[config.mk]
export PLATFORM = sky130hd
export DESIGN_NAME = pio_line_ctrl
export DESIGN_NICKNAME = d
export VERILOG_FILES = /design/src/verilog/pio_line_ctrl.v /design/src/verilog/pio_glitch_filter.v /design/src/verilog/pio_axil_slave.v
export VERILOG_INCLUDE_DIRS = /design/src /design/src/inc
export SDC_FILE = /design/constraint.sdc
export NUM_CORES = 1
export LEC_CHECK = 0
export BUFFER_PORTS_ARGS = -buffer_cell sky130_fd_sc_hd__clkbuf_2
export CAP_MARGIN = 20
export CORE_ASPECT_RATIO = 2
export CORE_MARGIN = 1.5
export CORE_UTILIZATION = 27
export DETAILED_ROUTE_END_ITERATION = 6
export PLACE_DENSITY_LB_ADDON = 0.05
export SLEW_MARGIN = 20
export SYNTH_ARGS = -nofsm -noshare
export SYNTH_HDL_FRONTEND = slang
export SYNTH_SLANG_ARGS = --single-unit
[constraint.sdc]
create_clock -name aclk -period 2.33 [get_ports aclk]
set_clock_uncertainty 0.05 [all_clocks]
set_input_delay 0.233 -clock aclk [delete_from_list [all_inputs] [get_ports aclk]]
set_output_delay 0.233 -clock aclk [all_outputs]
set_load 0.005 [all_outputs]
[src/inc/pio_regs.vh]
// Operation
// - Direction status: 0 input, 1 output
// - Filter enable write sets filter bits
// - Filter disable write clears filter bits
// - Filter status shows active filters
// - Set write drives line high
// - Clear write drives line low
// - Drive level status shows scheduled level
// - Drive level status readable, partly writable
// - Direct write only on permitted lines
// - Pin sample shows actual line level
// - Unmask write enables change interrupt
// - Mask write disables change interrupt
// - Mask status shows unmasked lines
// - Change flag set on detected change
// - Reading change flags clears them
// - Open-drain enable write selects open drain
// - Open-drain disable restores push-pull
// - Open drain never drives high
`ifndef PIO_REGS_VH
`define PIO_REGS_VH
`define PIO_OFF_DIR_ENABLE 8'h10
`define PIO_OFF_DIR_DISABLE 8'h14
`define PIO_OFF_DIR_STATE 8'h18
`define PIO_OFF_FILT_EN 8'h20
`define PIO_OFF_FILT_DIS 8'h24
`define PIO_OFF_FILT_STATE 8'h28
`define PIO_OFF_LVL_SET 8'h30
`define PIO_OFF_LVL_CLR 8'h34
`define PIO_OFF_LVL_STATE 8'h38
`define PIO_OFF_PIN_SAMPLE 8'h3C
`define PIO_OFF_IRQ_UNMASK 8'h40
`define PIO_OFF_IRQ_MASK 8'h44
`define PIO_OFF_IRQ_MSTATE 8'h48
`define PIO_OFF_IRQ_FLAGS 8'h4C
`define PIO_OFF_OD_EN 8'h50
`define PIO_OFF_OD_DIS 8'h54
`define PIO_OFF_OD_STATE 8'h58
`define PIO_OFF_WPERM_EN 8'hA0
`define PIO_OFF_WPERM_DIS 8'hA4
`define PIO_OFF_WPERM_STATE 8'hA8
`define PIO_RESET_ZERO 32'h00000000
`define PIO_RESP_OKAY 2'b00
`define PIO_RESP_SLVERR 2'b10
`define PIO_FILT_CYCLES 2
`endif

[src/verilog/pio_line_ctrl.v]
`include "pio_regs.vh"
module pio_line_ctrl #(
    parameter WIDTH = 32
) (
    // Clock and reset.
    input wire aclk,
    input wire aresetn,
    // AXI4-Lite slave.
    input wire [7:0] s_awaddr,
    input wire s_awvalid,
    output wire s_awready,
    input wire [31:0] s_wdata,
    input wire [3:0] s_wstrb,
    input wire s_wvalid,
    output wire s_wready,
    output wire [1:0] s_bresp,
    output wire s_bvalid,
    input wire s_bready,
    input wire [7:0] s_araddr,
    input wire s_arvalid,
    output wire s_arready,
    output wire [31:0] s_rdata,
    output wire [1:0] s_rresp,
    output wire s_rvalid,
    input wire s_rready,
    // External lines.
    input wire [WIDTH-1:0] line_in,
    output reg [WIDTH-1:0] line_out,
    output reg [WIDTH-1:0] line_oe_n,
    // Interrupt request.
    output reg irq
);
    wire wr_stb;
    wire [7:0] wr_addr;
    wire [31:0] wr_data;
    wire rd_stb;
    wire [7:0] rd_addr;
    reg [31:0] rd_data;
    reg rd_ok;
    reg wr_ok;
    reg [WIDTH-1:0] dir_state;
    reg [WIDTH-1:0] filt_state;
    reg [WIDTH-1:0] lvl_state;
    reg [WIDTH-1:0] mask_state;
    reg [WIDTH-1:0] flags;
    reg [WIDTH-1:0] od_state;
    reg [WIDTH-1:0] wperm_state;
    reg [WIDTH-1:0] pin_sync;
    reg [WIDTH-1:0] pin_sample;
    reg [WIDTH-1:0] prev_level;
    reg primed;
    wire [WIDTH-1:0] filt_level;
    wire [WIDTH-1:0] w;
    wire [WIDTH-1:0] change;

    assign w = wr_data[WIDTH-1:0];

    pio_axil_slave pio_axil_slave_inst (
        .aclk(aclk),
        .aresetn(aresetn),
        .s_awaddr(s_awaddr),
        .s_awvalid(s_awvalid),
        .s_awready(s_awready),
        .s_wdata(s_wdata),
        .s_wstrb(s_wstrb),
        .s_wvalid(s_wvalid),
        .s_wready(s_wready),
        .s_bresp(s_bresp),
        .s_bvalid(s_bvalid),
        .s_bready(s_bready),
        .s_araddr(s_araddr),
        .s_arvalid(s_arvalid),
        .s_arready(s_arready),
        .s_rdata(s_rdata),
        .s_rresp(s_rresp),
        .s_rvalid(s_rvalid),
        .s_rready(s_rready),
        .wr_stb(wr_stb),
        .wr_addr(wr_addr),
        .wr_data(wr_data),
        .wr_ok(wr_ok),
        .rd_stb(rd_stb),
        .rd_addr(rd_addr),
        .rd_data(rd_data),
        .rd_ok(rd_ok)
    );

    pio_glitch_filter #(
        .WIDTH(WIDTH),
        .CYCLES(`PIO_FILT_CYCLES)
    ) pio_glitch_filter_inst (
        .aclk(aclk),
        .aresetn(aresetn),
        .raw(pin_sync),
        .enable(filt_state),
        .level(filt_level)
    );

    // Write address decode answers OKAY for every writable offset; read-only offsets get SLVERR.
    always @*
    begin
        if (wr_addr == `PIO_OFF_DIR_ENABLE || wr_addr == `PIO_OFF_DIR_DISABLE)
            wr_ok = 1'b1;
        else if (wr_addr == `PIO_OFF_FILT_EN || wr_addr == `PIO_OFF_FILT_DIS)
            wr_ok = 1'b1;
        else if (wr_addr == `PIO_OFF_LVL_SET || wr_addr == `PIO_OFF_LVL_CLR)
            wr_ok = 1'b1;
        else if (wr_addr == `PIO_OFF_LVL_STATE)
            wr_ok = 1'b1;
        else if (wr_addr == `PIO_OFF_IRQ_UNMASK || wr_addr == `PIO_OFF_IRQ_MASK)
            wr_ok = 1'b1;
        else if (wr_addr == `PIO_OFF_OD_EN || wr_addr == `PIO_OFF_OD_DIS)
            wr_ok = 1'b1;
        else if (wr_addr == `PIO_OFF_WPERM_EN || wr_addr == `PIO_OFF_WPERM_DIS)
            wr_ok = 1'b1;
        else
            wr_ok = 1'b0;
    end

    // Read mux; write-only offsets read as zero.
    always @*
    begin
        rd_data = 32'h00000000;
        rd_ok = 1'b1;
        if (rd_addr == `PIO_OFF_DIR_STATE)
            rd_data[WIDTH-1:0] = dir_state;
        else if (rd_addr == `PIO_OFF_FILT_STATE)
            rd_data[WIDTH-1:0] = filt_state;
        else if (rd_addr == `PIO_OFF_LVL_STATE)
            rd_data[WIDTH-1:0] = lvl_state;
        else if (rd_addr == `PIO_OFF_PIN_SAMPLE)
            rd_data[WIDTH-1:0] = pin_sample;
        else if (rd_addr == `PIO_OFF_IRQ_MSTATE)
            rd_data[WIDTH-1:0] = mask_state;
        else if (rd_addr == `PIO_OFF_IRQ_FLAGS)
            rd_data[WIDTH-1:0] = flags;
        else if (rd_addr == `PIO_OFF_OD_STATE)
            rd_data[WIDTH-1:0] = od_state;
        else if (rd_addr == `PIO_OFF_WPERM_STATE)
            rd_data[WIDTH-1:0] = wperm_state;
        else if (wr_ok_read(rd_addr))
            rd_data = 32'h00000000;
        else
            rd_ok = 1'b0;
    end

    function wr_ok_read;
        input [7:0] a;
        begin
            wr_ok_read = (a == `PIO_OFF_DIR_ENABLE) || (a == `PIO_OFF_DIR_DISABLE) ||
                (a == `PIO_OFF_FILT_EN) || (a == `PIO_OFF_FILT_DIS) ||
                (a == `PIO_OFF_LVL_SET) || (a == `PIO_OFF_LVL_CLR) ||
                (a == `PIO_OFF_IRQ_UNMASK) || (a == `PIO_OFF_IRQ_MASK) ||
                (a == `PIO_OFF_OD_EN) || (a == `PIO_OFF_OD_DIS) ||
                (a == `PIO_OFF_WPERM_EN) || (a == `PIO_OFF_WPERM_DIS);
        end
    endfunction

    // A change is a difference between the conditioned level and its last value.
    assign change = primed ? (filt_level ^ prev_level) : {WIDTH{1'b0}};

    // Control registers.
    always @(posedge aclk)
    begin
        if (!aresetn)
        begin
            dir_state <= `PIO_RESET_ZERO;
            filt_state <= `PIO_RESET_ZERO;
            lvl_state <= `PIO_RESET_ZERO;
            mask_state <= `PIO_RESET_ZERO;
            od_state <= `PIO_RESET_ZERO;
            wperm_state <= `PIO_RESET_ZERO;
        end
        else if (wr_stb)
        begin
            if (wr_addr == `PIO_OFF_DIR_ENABLE)
                dir_state <= dir_state | w;
            else if (wr_addr == `PIO_OFF_DIR_DISABLE)
                dir_state <= dir_state & ~w;
            else if (wr_addr == `PIO_OFF_FILT_EN)
                filt_state <= filt_state | w;
            else if (wr_addr == `PIO_OFF_FILT_DIS)
                filt_state <= filt_state & ~w;
            else if (wr_addr == `PIO_OFF_LVL_SET)
                lvl_state <= lvl_state | w;
            else if (wr_addr == `PIO_OFF_LVL_CLR)
                lvl_state <= lvl_state & ~w;
            else if (wr_addr == `PIO_OFF_LVL_STATE)
                lvl_state <= (lvl_state & ~wperm_state) | (w & wperm_state);
            else if (wr_addr == `PIO_OFF_IRQ_UNMASK)
                mask_state <= mask_state | w;
            else if (wr_addr == `PIO_OFF_IRQ_MASK)
                mask_state <= mask_state & ~w;
            else if (wr_addr == `PIO_OFF_OD_EN)
                od_state <= od_state | w;
            else if (wr_addr == `PIO_OFF_OD_DIS)
                od_state <= od_state & ~w;
            else if (wr_addr == `PIO_OFF_WPERM_EN)
                wperm_state <= wperm_state | w;
            else if (wr_addr == `PIO_OFF_WPERM_DIS)
                wperm_state <= wperm_state & ~w;
        end
    end

    // Pin sampling, change detection and sticky flags.
    always @(posedge aclk)
    begin
        if (!aresetn)
        begin
            pin_sync <= `PIO_RESET_ZERO;
            pin_sample <= `PIO_RESET_ZERO;
            prev_level <= `PIO_RESET_ZERO;
            primed <= 1'b0;
            flags <= `PIO_RESET_ZERO;
        end
        else
        begin
            pin_sync <= line_in;
            pin_sample <= pin_sync;
            prev_level <= filt_level;
            primed <= 1'b1;
            if (rd_stb && rd_addr == `PIO_OFF_IRQ_FLAGS)
                flags <= change;
            else
                flags <= flags | change;
        end
    end

    // Pad drive and interrupt request.
    always @(posedge aclk)
    begin
        if (!aresetn)
        begin
            line_out <= `PIO_RESET_ZERO;
            line_oe_n <= {WIDTH{1'b1}};
            irq <= 1'b0;
        end
        else
        begin
            line_out <= lvl_state & ~od_state;
            line_oe_n <= ~(dir_state & ~(od_state & lvl_state));
            irq <= |(flags & mask_state);
        end
    end
endmodule // pio_line_ctrl

[src/verilog/pio_glitch_filter.v]
`include "pio_regs.vh"
module pio_glitch_filter #(
    parameter WIDTH = 32,
    parameter CYCLES = `PIO_FILT_CYCLES
) (
    // Clock and reset.
    input wire aclk,
    input wire aresetn,
    // Per-line level path.
    input wire [WIDTH-1:0] raw,
    input wire [WIDTH-1:0] enable,
    output reg [WIDTH-1:0] level
);
    reg [WIDTH-1:0] held;
    reg [1:0] cnt [0:WIDTH-1];
    integer i;
    // A filtered line follows its input only after it stayed stable for CYCLES + 1 clocks.
    always @(posedge aclk)
    begin
        for (i = 0; i < WIDTH; i = i + 1)
        begin
            if (!aresetn)
            begin
                cnt[i] <= 2'h0;
                held[i] <= 1'b0;
                level[i] <= 1'b0;
            end
            else if (raw[i] != held[i])
            begin
                held[i] <= raw[i];
                cnt[i] <= 2'h0;
                if (!enable[i])
                    level[i] <= raw[i];
            end
            else if (!enable[i] || cnt[i] >= CYCLES - 1)
            begin
                level[i] <= held[i];
            end
            else
            begin
                cnt[i] <= cnt[i] + 2'h1;
            end
        end
    end
endmodule // pio_glitch_filter

[src/verilog/pio_axil_slave.v]
`include "pio_regs.vh"
module pio_axil_slave (
    // Clock and reset.
    input wire aclk,
    input wire aresetn,
    // AXI4-Lite write channels.
    input wire [7:0] s_awaddr,
    input wire s_awvalid,
    output wire s_awready,
    input wire [31:0] s_wdata,
    input wire [3:0] s_wstrb,
    input wire s_wvalid,
    output wire s_wready,
    output reg [1:0] s_bresp,
    output reg s_bvalid,
    input wire s_bready,
    // AXI4-Lite read channels.
    input wire [7:0] s_araddr,
    input wire s_arvalid,
    output wire s_arready,
    output reg [31:0] s_rdata,
    output reg [1:0] s_rresp,
    output reg s_rvalid,
    input wire s_rready,
    // Register access strobes.
    output reg wr_stb,
    output reg [7:0] wr_addr,
    output reg [31:0] wr_data,
    input wire wr_ok,
    output wire rd_stb,
    output wire [7:0] rd_addr,
    input wire [31:0] rd_data,
    input wire rd_ok
);
    reg aw_held;
    reg w_held;
    reg [7:0] aw_addr;
    reg [31:0] w_data;
    assign s_awready = !aw_held && !s_bvalid;
    assign s_wready = !w_held && !s_bvalid;
    assign s_arready = !s_rvalid;
    assign rd_stb = s_arvalid && s_arready;
    assign rd_addr = s_araddr;
    always @(posedge aclk)
    begin
        if (!aresetn)
        begin
            aw_held <= 1'b0;
            w_held <= 1'b0;
            aw_addr <= 8'h00;
            w_data <= 32'h00000000;
            wr_stb <= 1'b0;
            wr_addr <= 8'h00;
            wr_data <= 32'h00000000;
            s_bvalid <= 1'b0;
            s_bresp <= `PIO_RESP_OKAY;
            s_rvalid <= 1'b0;
            s_rresp <= `PIO_RESP_OKAY;
            s_rdata <= 32'h00000000;
        end
        else
        begin
            wr_stb <= 1'b0;
            if (s_awvalid && s_awready)
            begin
                aw_held <= 1'b1;
                aw_addr <= s_awaddr;
            end
            if (s_wvalid && s_wready)
            begin
                w_held <= 1'b1;
                w_data <= s_wdata;
            end
            if (aw_held && w_held && !wr_stb && !s_bvalid)
            begin
                wr_stb <= 1'b1;
                wr_addr <= aw_addr;
                wr_data <= w_data;
            end
            if (wr_stb)
            begin
                s_bvalid <= 1'b1;
                s_bresp <= wr_ok ? `PIO_RESP_OKAY : `PIO_RESP_SLVERR;
                aw_held <= 1'b0;
                w_held <= 1'b0;
            end
            else if (s_bvalid && s_bready)
            begin
                s_bvalid <= 1'b0;
            end
            if (rd_stb)
            begin
                s_rvalid <= 1'b1;
                s_rdata <= rd_data;
                s_rresp <= rd_ok ? `PIO_RESP_OKAY : `PIO_RESP_SLVERR;
            end
            else if (s_rvalid && s_rready)
            begin
                s_rvalid <= 1'b0;
            end
        end
    end
endmodule // pio_axil_slave

# Word-level counts from Yosys, hierarchy flattened
# Memory sizes are Yosys's and may differ from the RTL's.
# Index checks and enable logic that the tools add are counted.
[totals]
regBits = 571
ramBits = 64
input_bits = 91
out_inout_bits = 106
word_cells = 963
n_memories = 1
[op_classes]
addsub = 32
n_lt_le_gt_ge = 32
eq_ne = 97
muxes = 432
bitwise_logic = 102
reduce_logical = 177
[mem_list]
columns = ["memory", "depth", "width", "rd", "rd_ports_with_merged_regs", "wr", "line", "text"]
rows = [
  ["pio_glitch_filter_inst.cnt", 32, 2, 32, 0, 32, "pio_glitch_filter.v:15", "reg [1:0] cnt [0:WIDTH-1];"],
]
[ops]
columns = ["op", "count"]
rows = [
  ["32-bit 2-to-1 mux", 23],
  ["32-bit AND", 12],
  ["1-bit 2-to-1 mux", 343],
  ["32-bit bitwise OR", 8],
  ["32-bit NOT", 5],
  ["2-bit 2-to-1 mux", 66],
  ["8-bit by 6-bit equality test with 1-bit output, second input constant", 12],
  ["8-bit by 7-bit equality test with 1-bit output, second input constant", 11],
  ["2-bit nonzero test", 39],
  ["2-bit AND reduction", 33],
  ["2-bit by 1-bit adder with 2-bit output, second input constant", 32],
  ["2-bit by 1-bit >= comparator with 1-bit output, second input constant", 32],
  ["2-bit != test, second input constant", 32],
  ["1-bit bitwise OR", 64],
  ["1-bit logical OR", 49],
  ["8-bit by 5-bit equality test with 1-bit output, second input constant", 5],
  ["8-bit equality test, second input constant", 5],
  ["1-bit logical NOT", 37],
  ["1-bit != test", 32],
  ["32-bit OR reduction", 1],
  ["32-bit XOR", 1],
  ["13-bit AND reduction", 1],
  ["1-bit NOT", 12],
  ["1-bit logical AND", 11],
  ["6 further kinds", 6],
]

# Depth between registers and ports, before layout
[logic_depth]
ltp_word = 22
ltp_mapped = 8
depth_no_buf = 6

# Cells and area by module
# A second synthesis with hierarchy kept.
[unflattened]
hier_cells = 2978
area_unflattened_um2 = 27632.8
[by_module_without_submodules]
columns = ["mod", "n_inst", "cells_each", "area_per_inst_um2", "seq_area_each_um2"]
rows = [
  ["pio_line_ctrl", 1, 1734, 16261.8, 7727.4],
  ["pio_glitch_filter", 1, 753, 7123.1, 3203.1],
  ["pio_axil_slave", 1, 491, 4247.8, 2382.3],
]

# Worst setup path after synthesis
# Ideal clock, no wire load.
[synth_timing]
path_type = "register to register"
from = "register pio_axil_slave_inst.wr_addr[7]"
to = "register with a tool-made name"
setup_time_ps = 115
arrival_time_ps = 1908
required_ps = 2165
path_slack_ps = 257
stages_incl_launch_ff = 7
n_path_buf = 2
cell_sequence = "dfxtp_1 -> or4_1 -> buf_4 -> nor4b_4 -> buf_2 -> a21boi_0 -> o21a_1"
[synth_rtl]
columns = ["element", "line", "text"]
rows = [
  ["from (decl)", "pio_axil_slave.v:27", "output reg [7:0] wr_addr,"],
  ["from (signal assigned)", "pio_axil_slave.v:77", "wr_addr <= aw_addr;"],
]

==> results.cfg <==
[grt]
grt_pass1_wl_mm = 155
grt.total_usage_pct = 20.3
busiest_layer = met2
use_met3_pct = 2.68
grt_max_degree = 155
use_met2_pct = 37.6
grt_pass1_vias = 23100
antenna_found_initial = 4
met1_usage_pct = 22.7
grt_overflow = 0

[finish]
final_common_cell = dfxtp_1
syn_to_final_growth_pct = 21.7
final_nets = 3556
drive_above_1_share_pct = 13.1
multi_input_area_mm2 = 0.0126
fillers = 10400
layout_common_cells = dfxtp_1, nand2_1, nor2_1, a21oi_1, clkbuf_2
fin_area_mm2 = 0.0335
regArea_mm2 = 0.0133

[routing]
antenna_left = 0
drt_iter0_markers = 1606
drt-vias-per-instance = 4.99
wl_per_cell_um = 22.5
drtPass1Iterations = 6
drc = 0
routed_wl_mm = 107
num_vias = 23700

[floorplan]
dieArea_mm2 = 0.104
rows = 165
start_util_pct = 27.2
die_h_um = 454
die_w_um = 229
coreArea_mm2 = 0.101
pin_count = 197

[timing]
setup_violations = 0
worst_slew_pin_slew_ns = 0.948
fin_crit_sh_pct = 96.9
finalSetupTns_ns = 0
layout_min_cycle_time_ns = 2.26
fmax_mhz = 443
rsz0062_at_grt = no
timing.hold.ws_ns = 0.0632
timing.final.hold_violations = 0
finalWorstSetupSlack_ns = 0.0718
drv_slew = 0
maxSlewHeadroom_pct = 36.8

[worst_setup_path]
worstPathArrival_ns = 2.78
end_kind = flop
crit_fanout = 16
cp-start-kind = flop
path_class = flop to flop
required_ns = 2.85

[clock_network]
tritoncts = yes
cts_max_level = 3
cts_buffer_depth = 3
clkSlewWorstSetupHoldPaths_ns = 0.07
clock_latency_ns = 0.67
root_buffer = clkbuf_16
cts_sinks = 633
numCtsBuffers = 67

[synthesis]
synth_top_area_share_pct = 41.4
synth_edf_count = 64
syn_inst = 3175
netlist_area_mm2 = 0.0275
synth-seq-area-share_pct = 48.4
synth_seq_cells = 633
avgSynthCellArea_um2 = 8.66
ys_types = 65
synthTopCellsByArea = dfxtp_1, edfxtp_1, nand2_1
synth_flop_cell = dfxtp_1
synthArstFlopShare_pct = 0
yosys_warnings = 0
yosysTopAreaCell = dfxtp_1

[power]
p_per_area_mw_per_mm2 = 734
power.total_w = 0.0246
ir_drop_uv = 449
leakagePower_nw = 13.2

[placement]
placed_area_mm2 = 0.0302
place_congestion = 0.840
portBuffers = 190
place_hpwl_mm = 70.5
place_ws_ns = 0.0202

[job]
cap_viol_max_count = 0

[run_status]
status = completed

[hold_path]
hold_path.class = input pin to flop
where the power goes:
part	total (W)	switching, W	internal (W)	leakage [nW]
registers	0.0116	0.000266	0.0113	5.31
clock network	0.0115	0.00484	0.00665	1.13
logic	0.00154	0.000927	0.000608	6.72
cell usage after synthesis (3+ instances only):
library cell and instances:
inv_1 169, clkbuf_1 196, o21a_1 33, nand2_1 431, clkbuf_2 5, nand2b_1 6
and3_1 35, buf_2 27, edfxtp_1 64, a31oi_1 3, o21ai_0 187, buf_4 6
dfxtp_1 569, mux2i_1 68, nor3_1 5, nand4_1 37, nor2b_1 3, nor2_1 308
nand3_1 86, a21boi_0 28, mux2_2 30, a221oi_1 30, a211oi_1 36, nor3b_1 3
o2bb2ai_1 58, nor4bb_1 4, and2_1 100, a311oi_1 74, o21ai_1 38, xor2_1 32
or3_1 4, buf_1 14, a21oi_1 274, a22oi_1 50, ha_1 96, o22ai_1 29
cells by family after synthesis:
| logic type | synth area share, % |
|---|---|
| AO/OA/AOI/OAI | 19.5 |
| adder cells (fa/ha/maj) | 4.37 |
| AND/OR/NAND/NOR | 17.0 |
| other | 0.0136 |
| buffers and inverters | 5.98 |
| multiplexers | 3.71 |
| XOR/XNOR | 1.02 |
| flip-flops | 48.4 |
layer usage:
layer | part of all wire, % | vias up
met5 | 0 | -
met4 | 4.7 | 0
met3 | 4.6 | 180
met2 | 52 | 731
met1 | 39 | 11400
li1 | - | 11400
final timing paths:
check                                                            startpoint                                           to  cells past startpoint  slack, ns
worst min register to register                                         flop                     line_oe_n[24]$_SDFF_PN1_                      1       0.37
worst max-delay path            pio_axil_slave_inst.wr_addr[7]$_SDFFE_PN0P_                                         flop                      7       0.07
worst max register to register  pio_axil_slave_inst.wr_addr[7]$_SDFFE_PN0P_                                         flop                      7       0.07
worst min-delay path                                            s_araddr[0]  pio_axil_slave_inst.s_rresp[1]$_SDFFE_PN0P_                      4       0.06
stage by stage:
step	std cells	util (%)
after floorplan	3176	-
after global placement	4543	29.9
after detailed placement	4543	29.9
after CTS	4753	33.1
after global routing	4759	33.1
final	4760	33.2
final cells by class:
cell class,instances,area share (%)
diodes,2,0.0150
clock buffers,90,5.79
clock inverters,32,1.04
inverters,170,1.93
multi-input cells,2124,37.7
flip-flops and latches,633,39.8
well taps,1336,4.99
repair buffers,373,8.73
critical path: stages (launching register included):
cell and delay (ns):
dfxtp_1 0.31, or4_4 0.54, buf_6 0.17, nor4b_4 0.33, buf_4 0.21, buf_12 0.19, a21oi_1 0.09, a311oi_1 0.26
what timing repair did:
action,4_1_cts,5_1_grt
endpoints found under the setup margin,3,39
buffers inserted,1,3
cloned,1,2
hold buffers,86,0
endpoints found under the hold margin,110,0
resized for setup,0,9
pin swaps,1,6
Note: power is estimated with default switching activity, not from simulation.
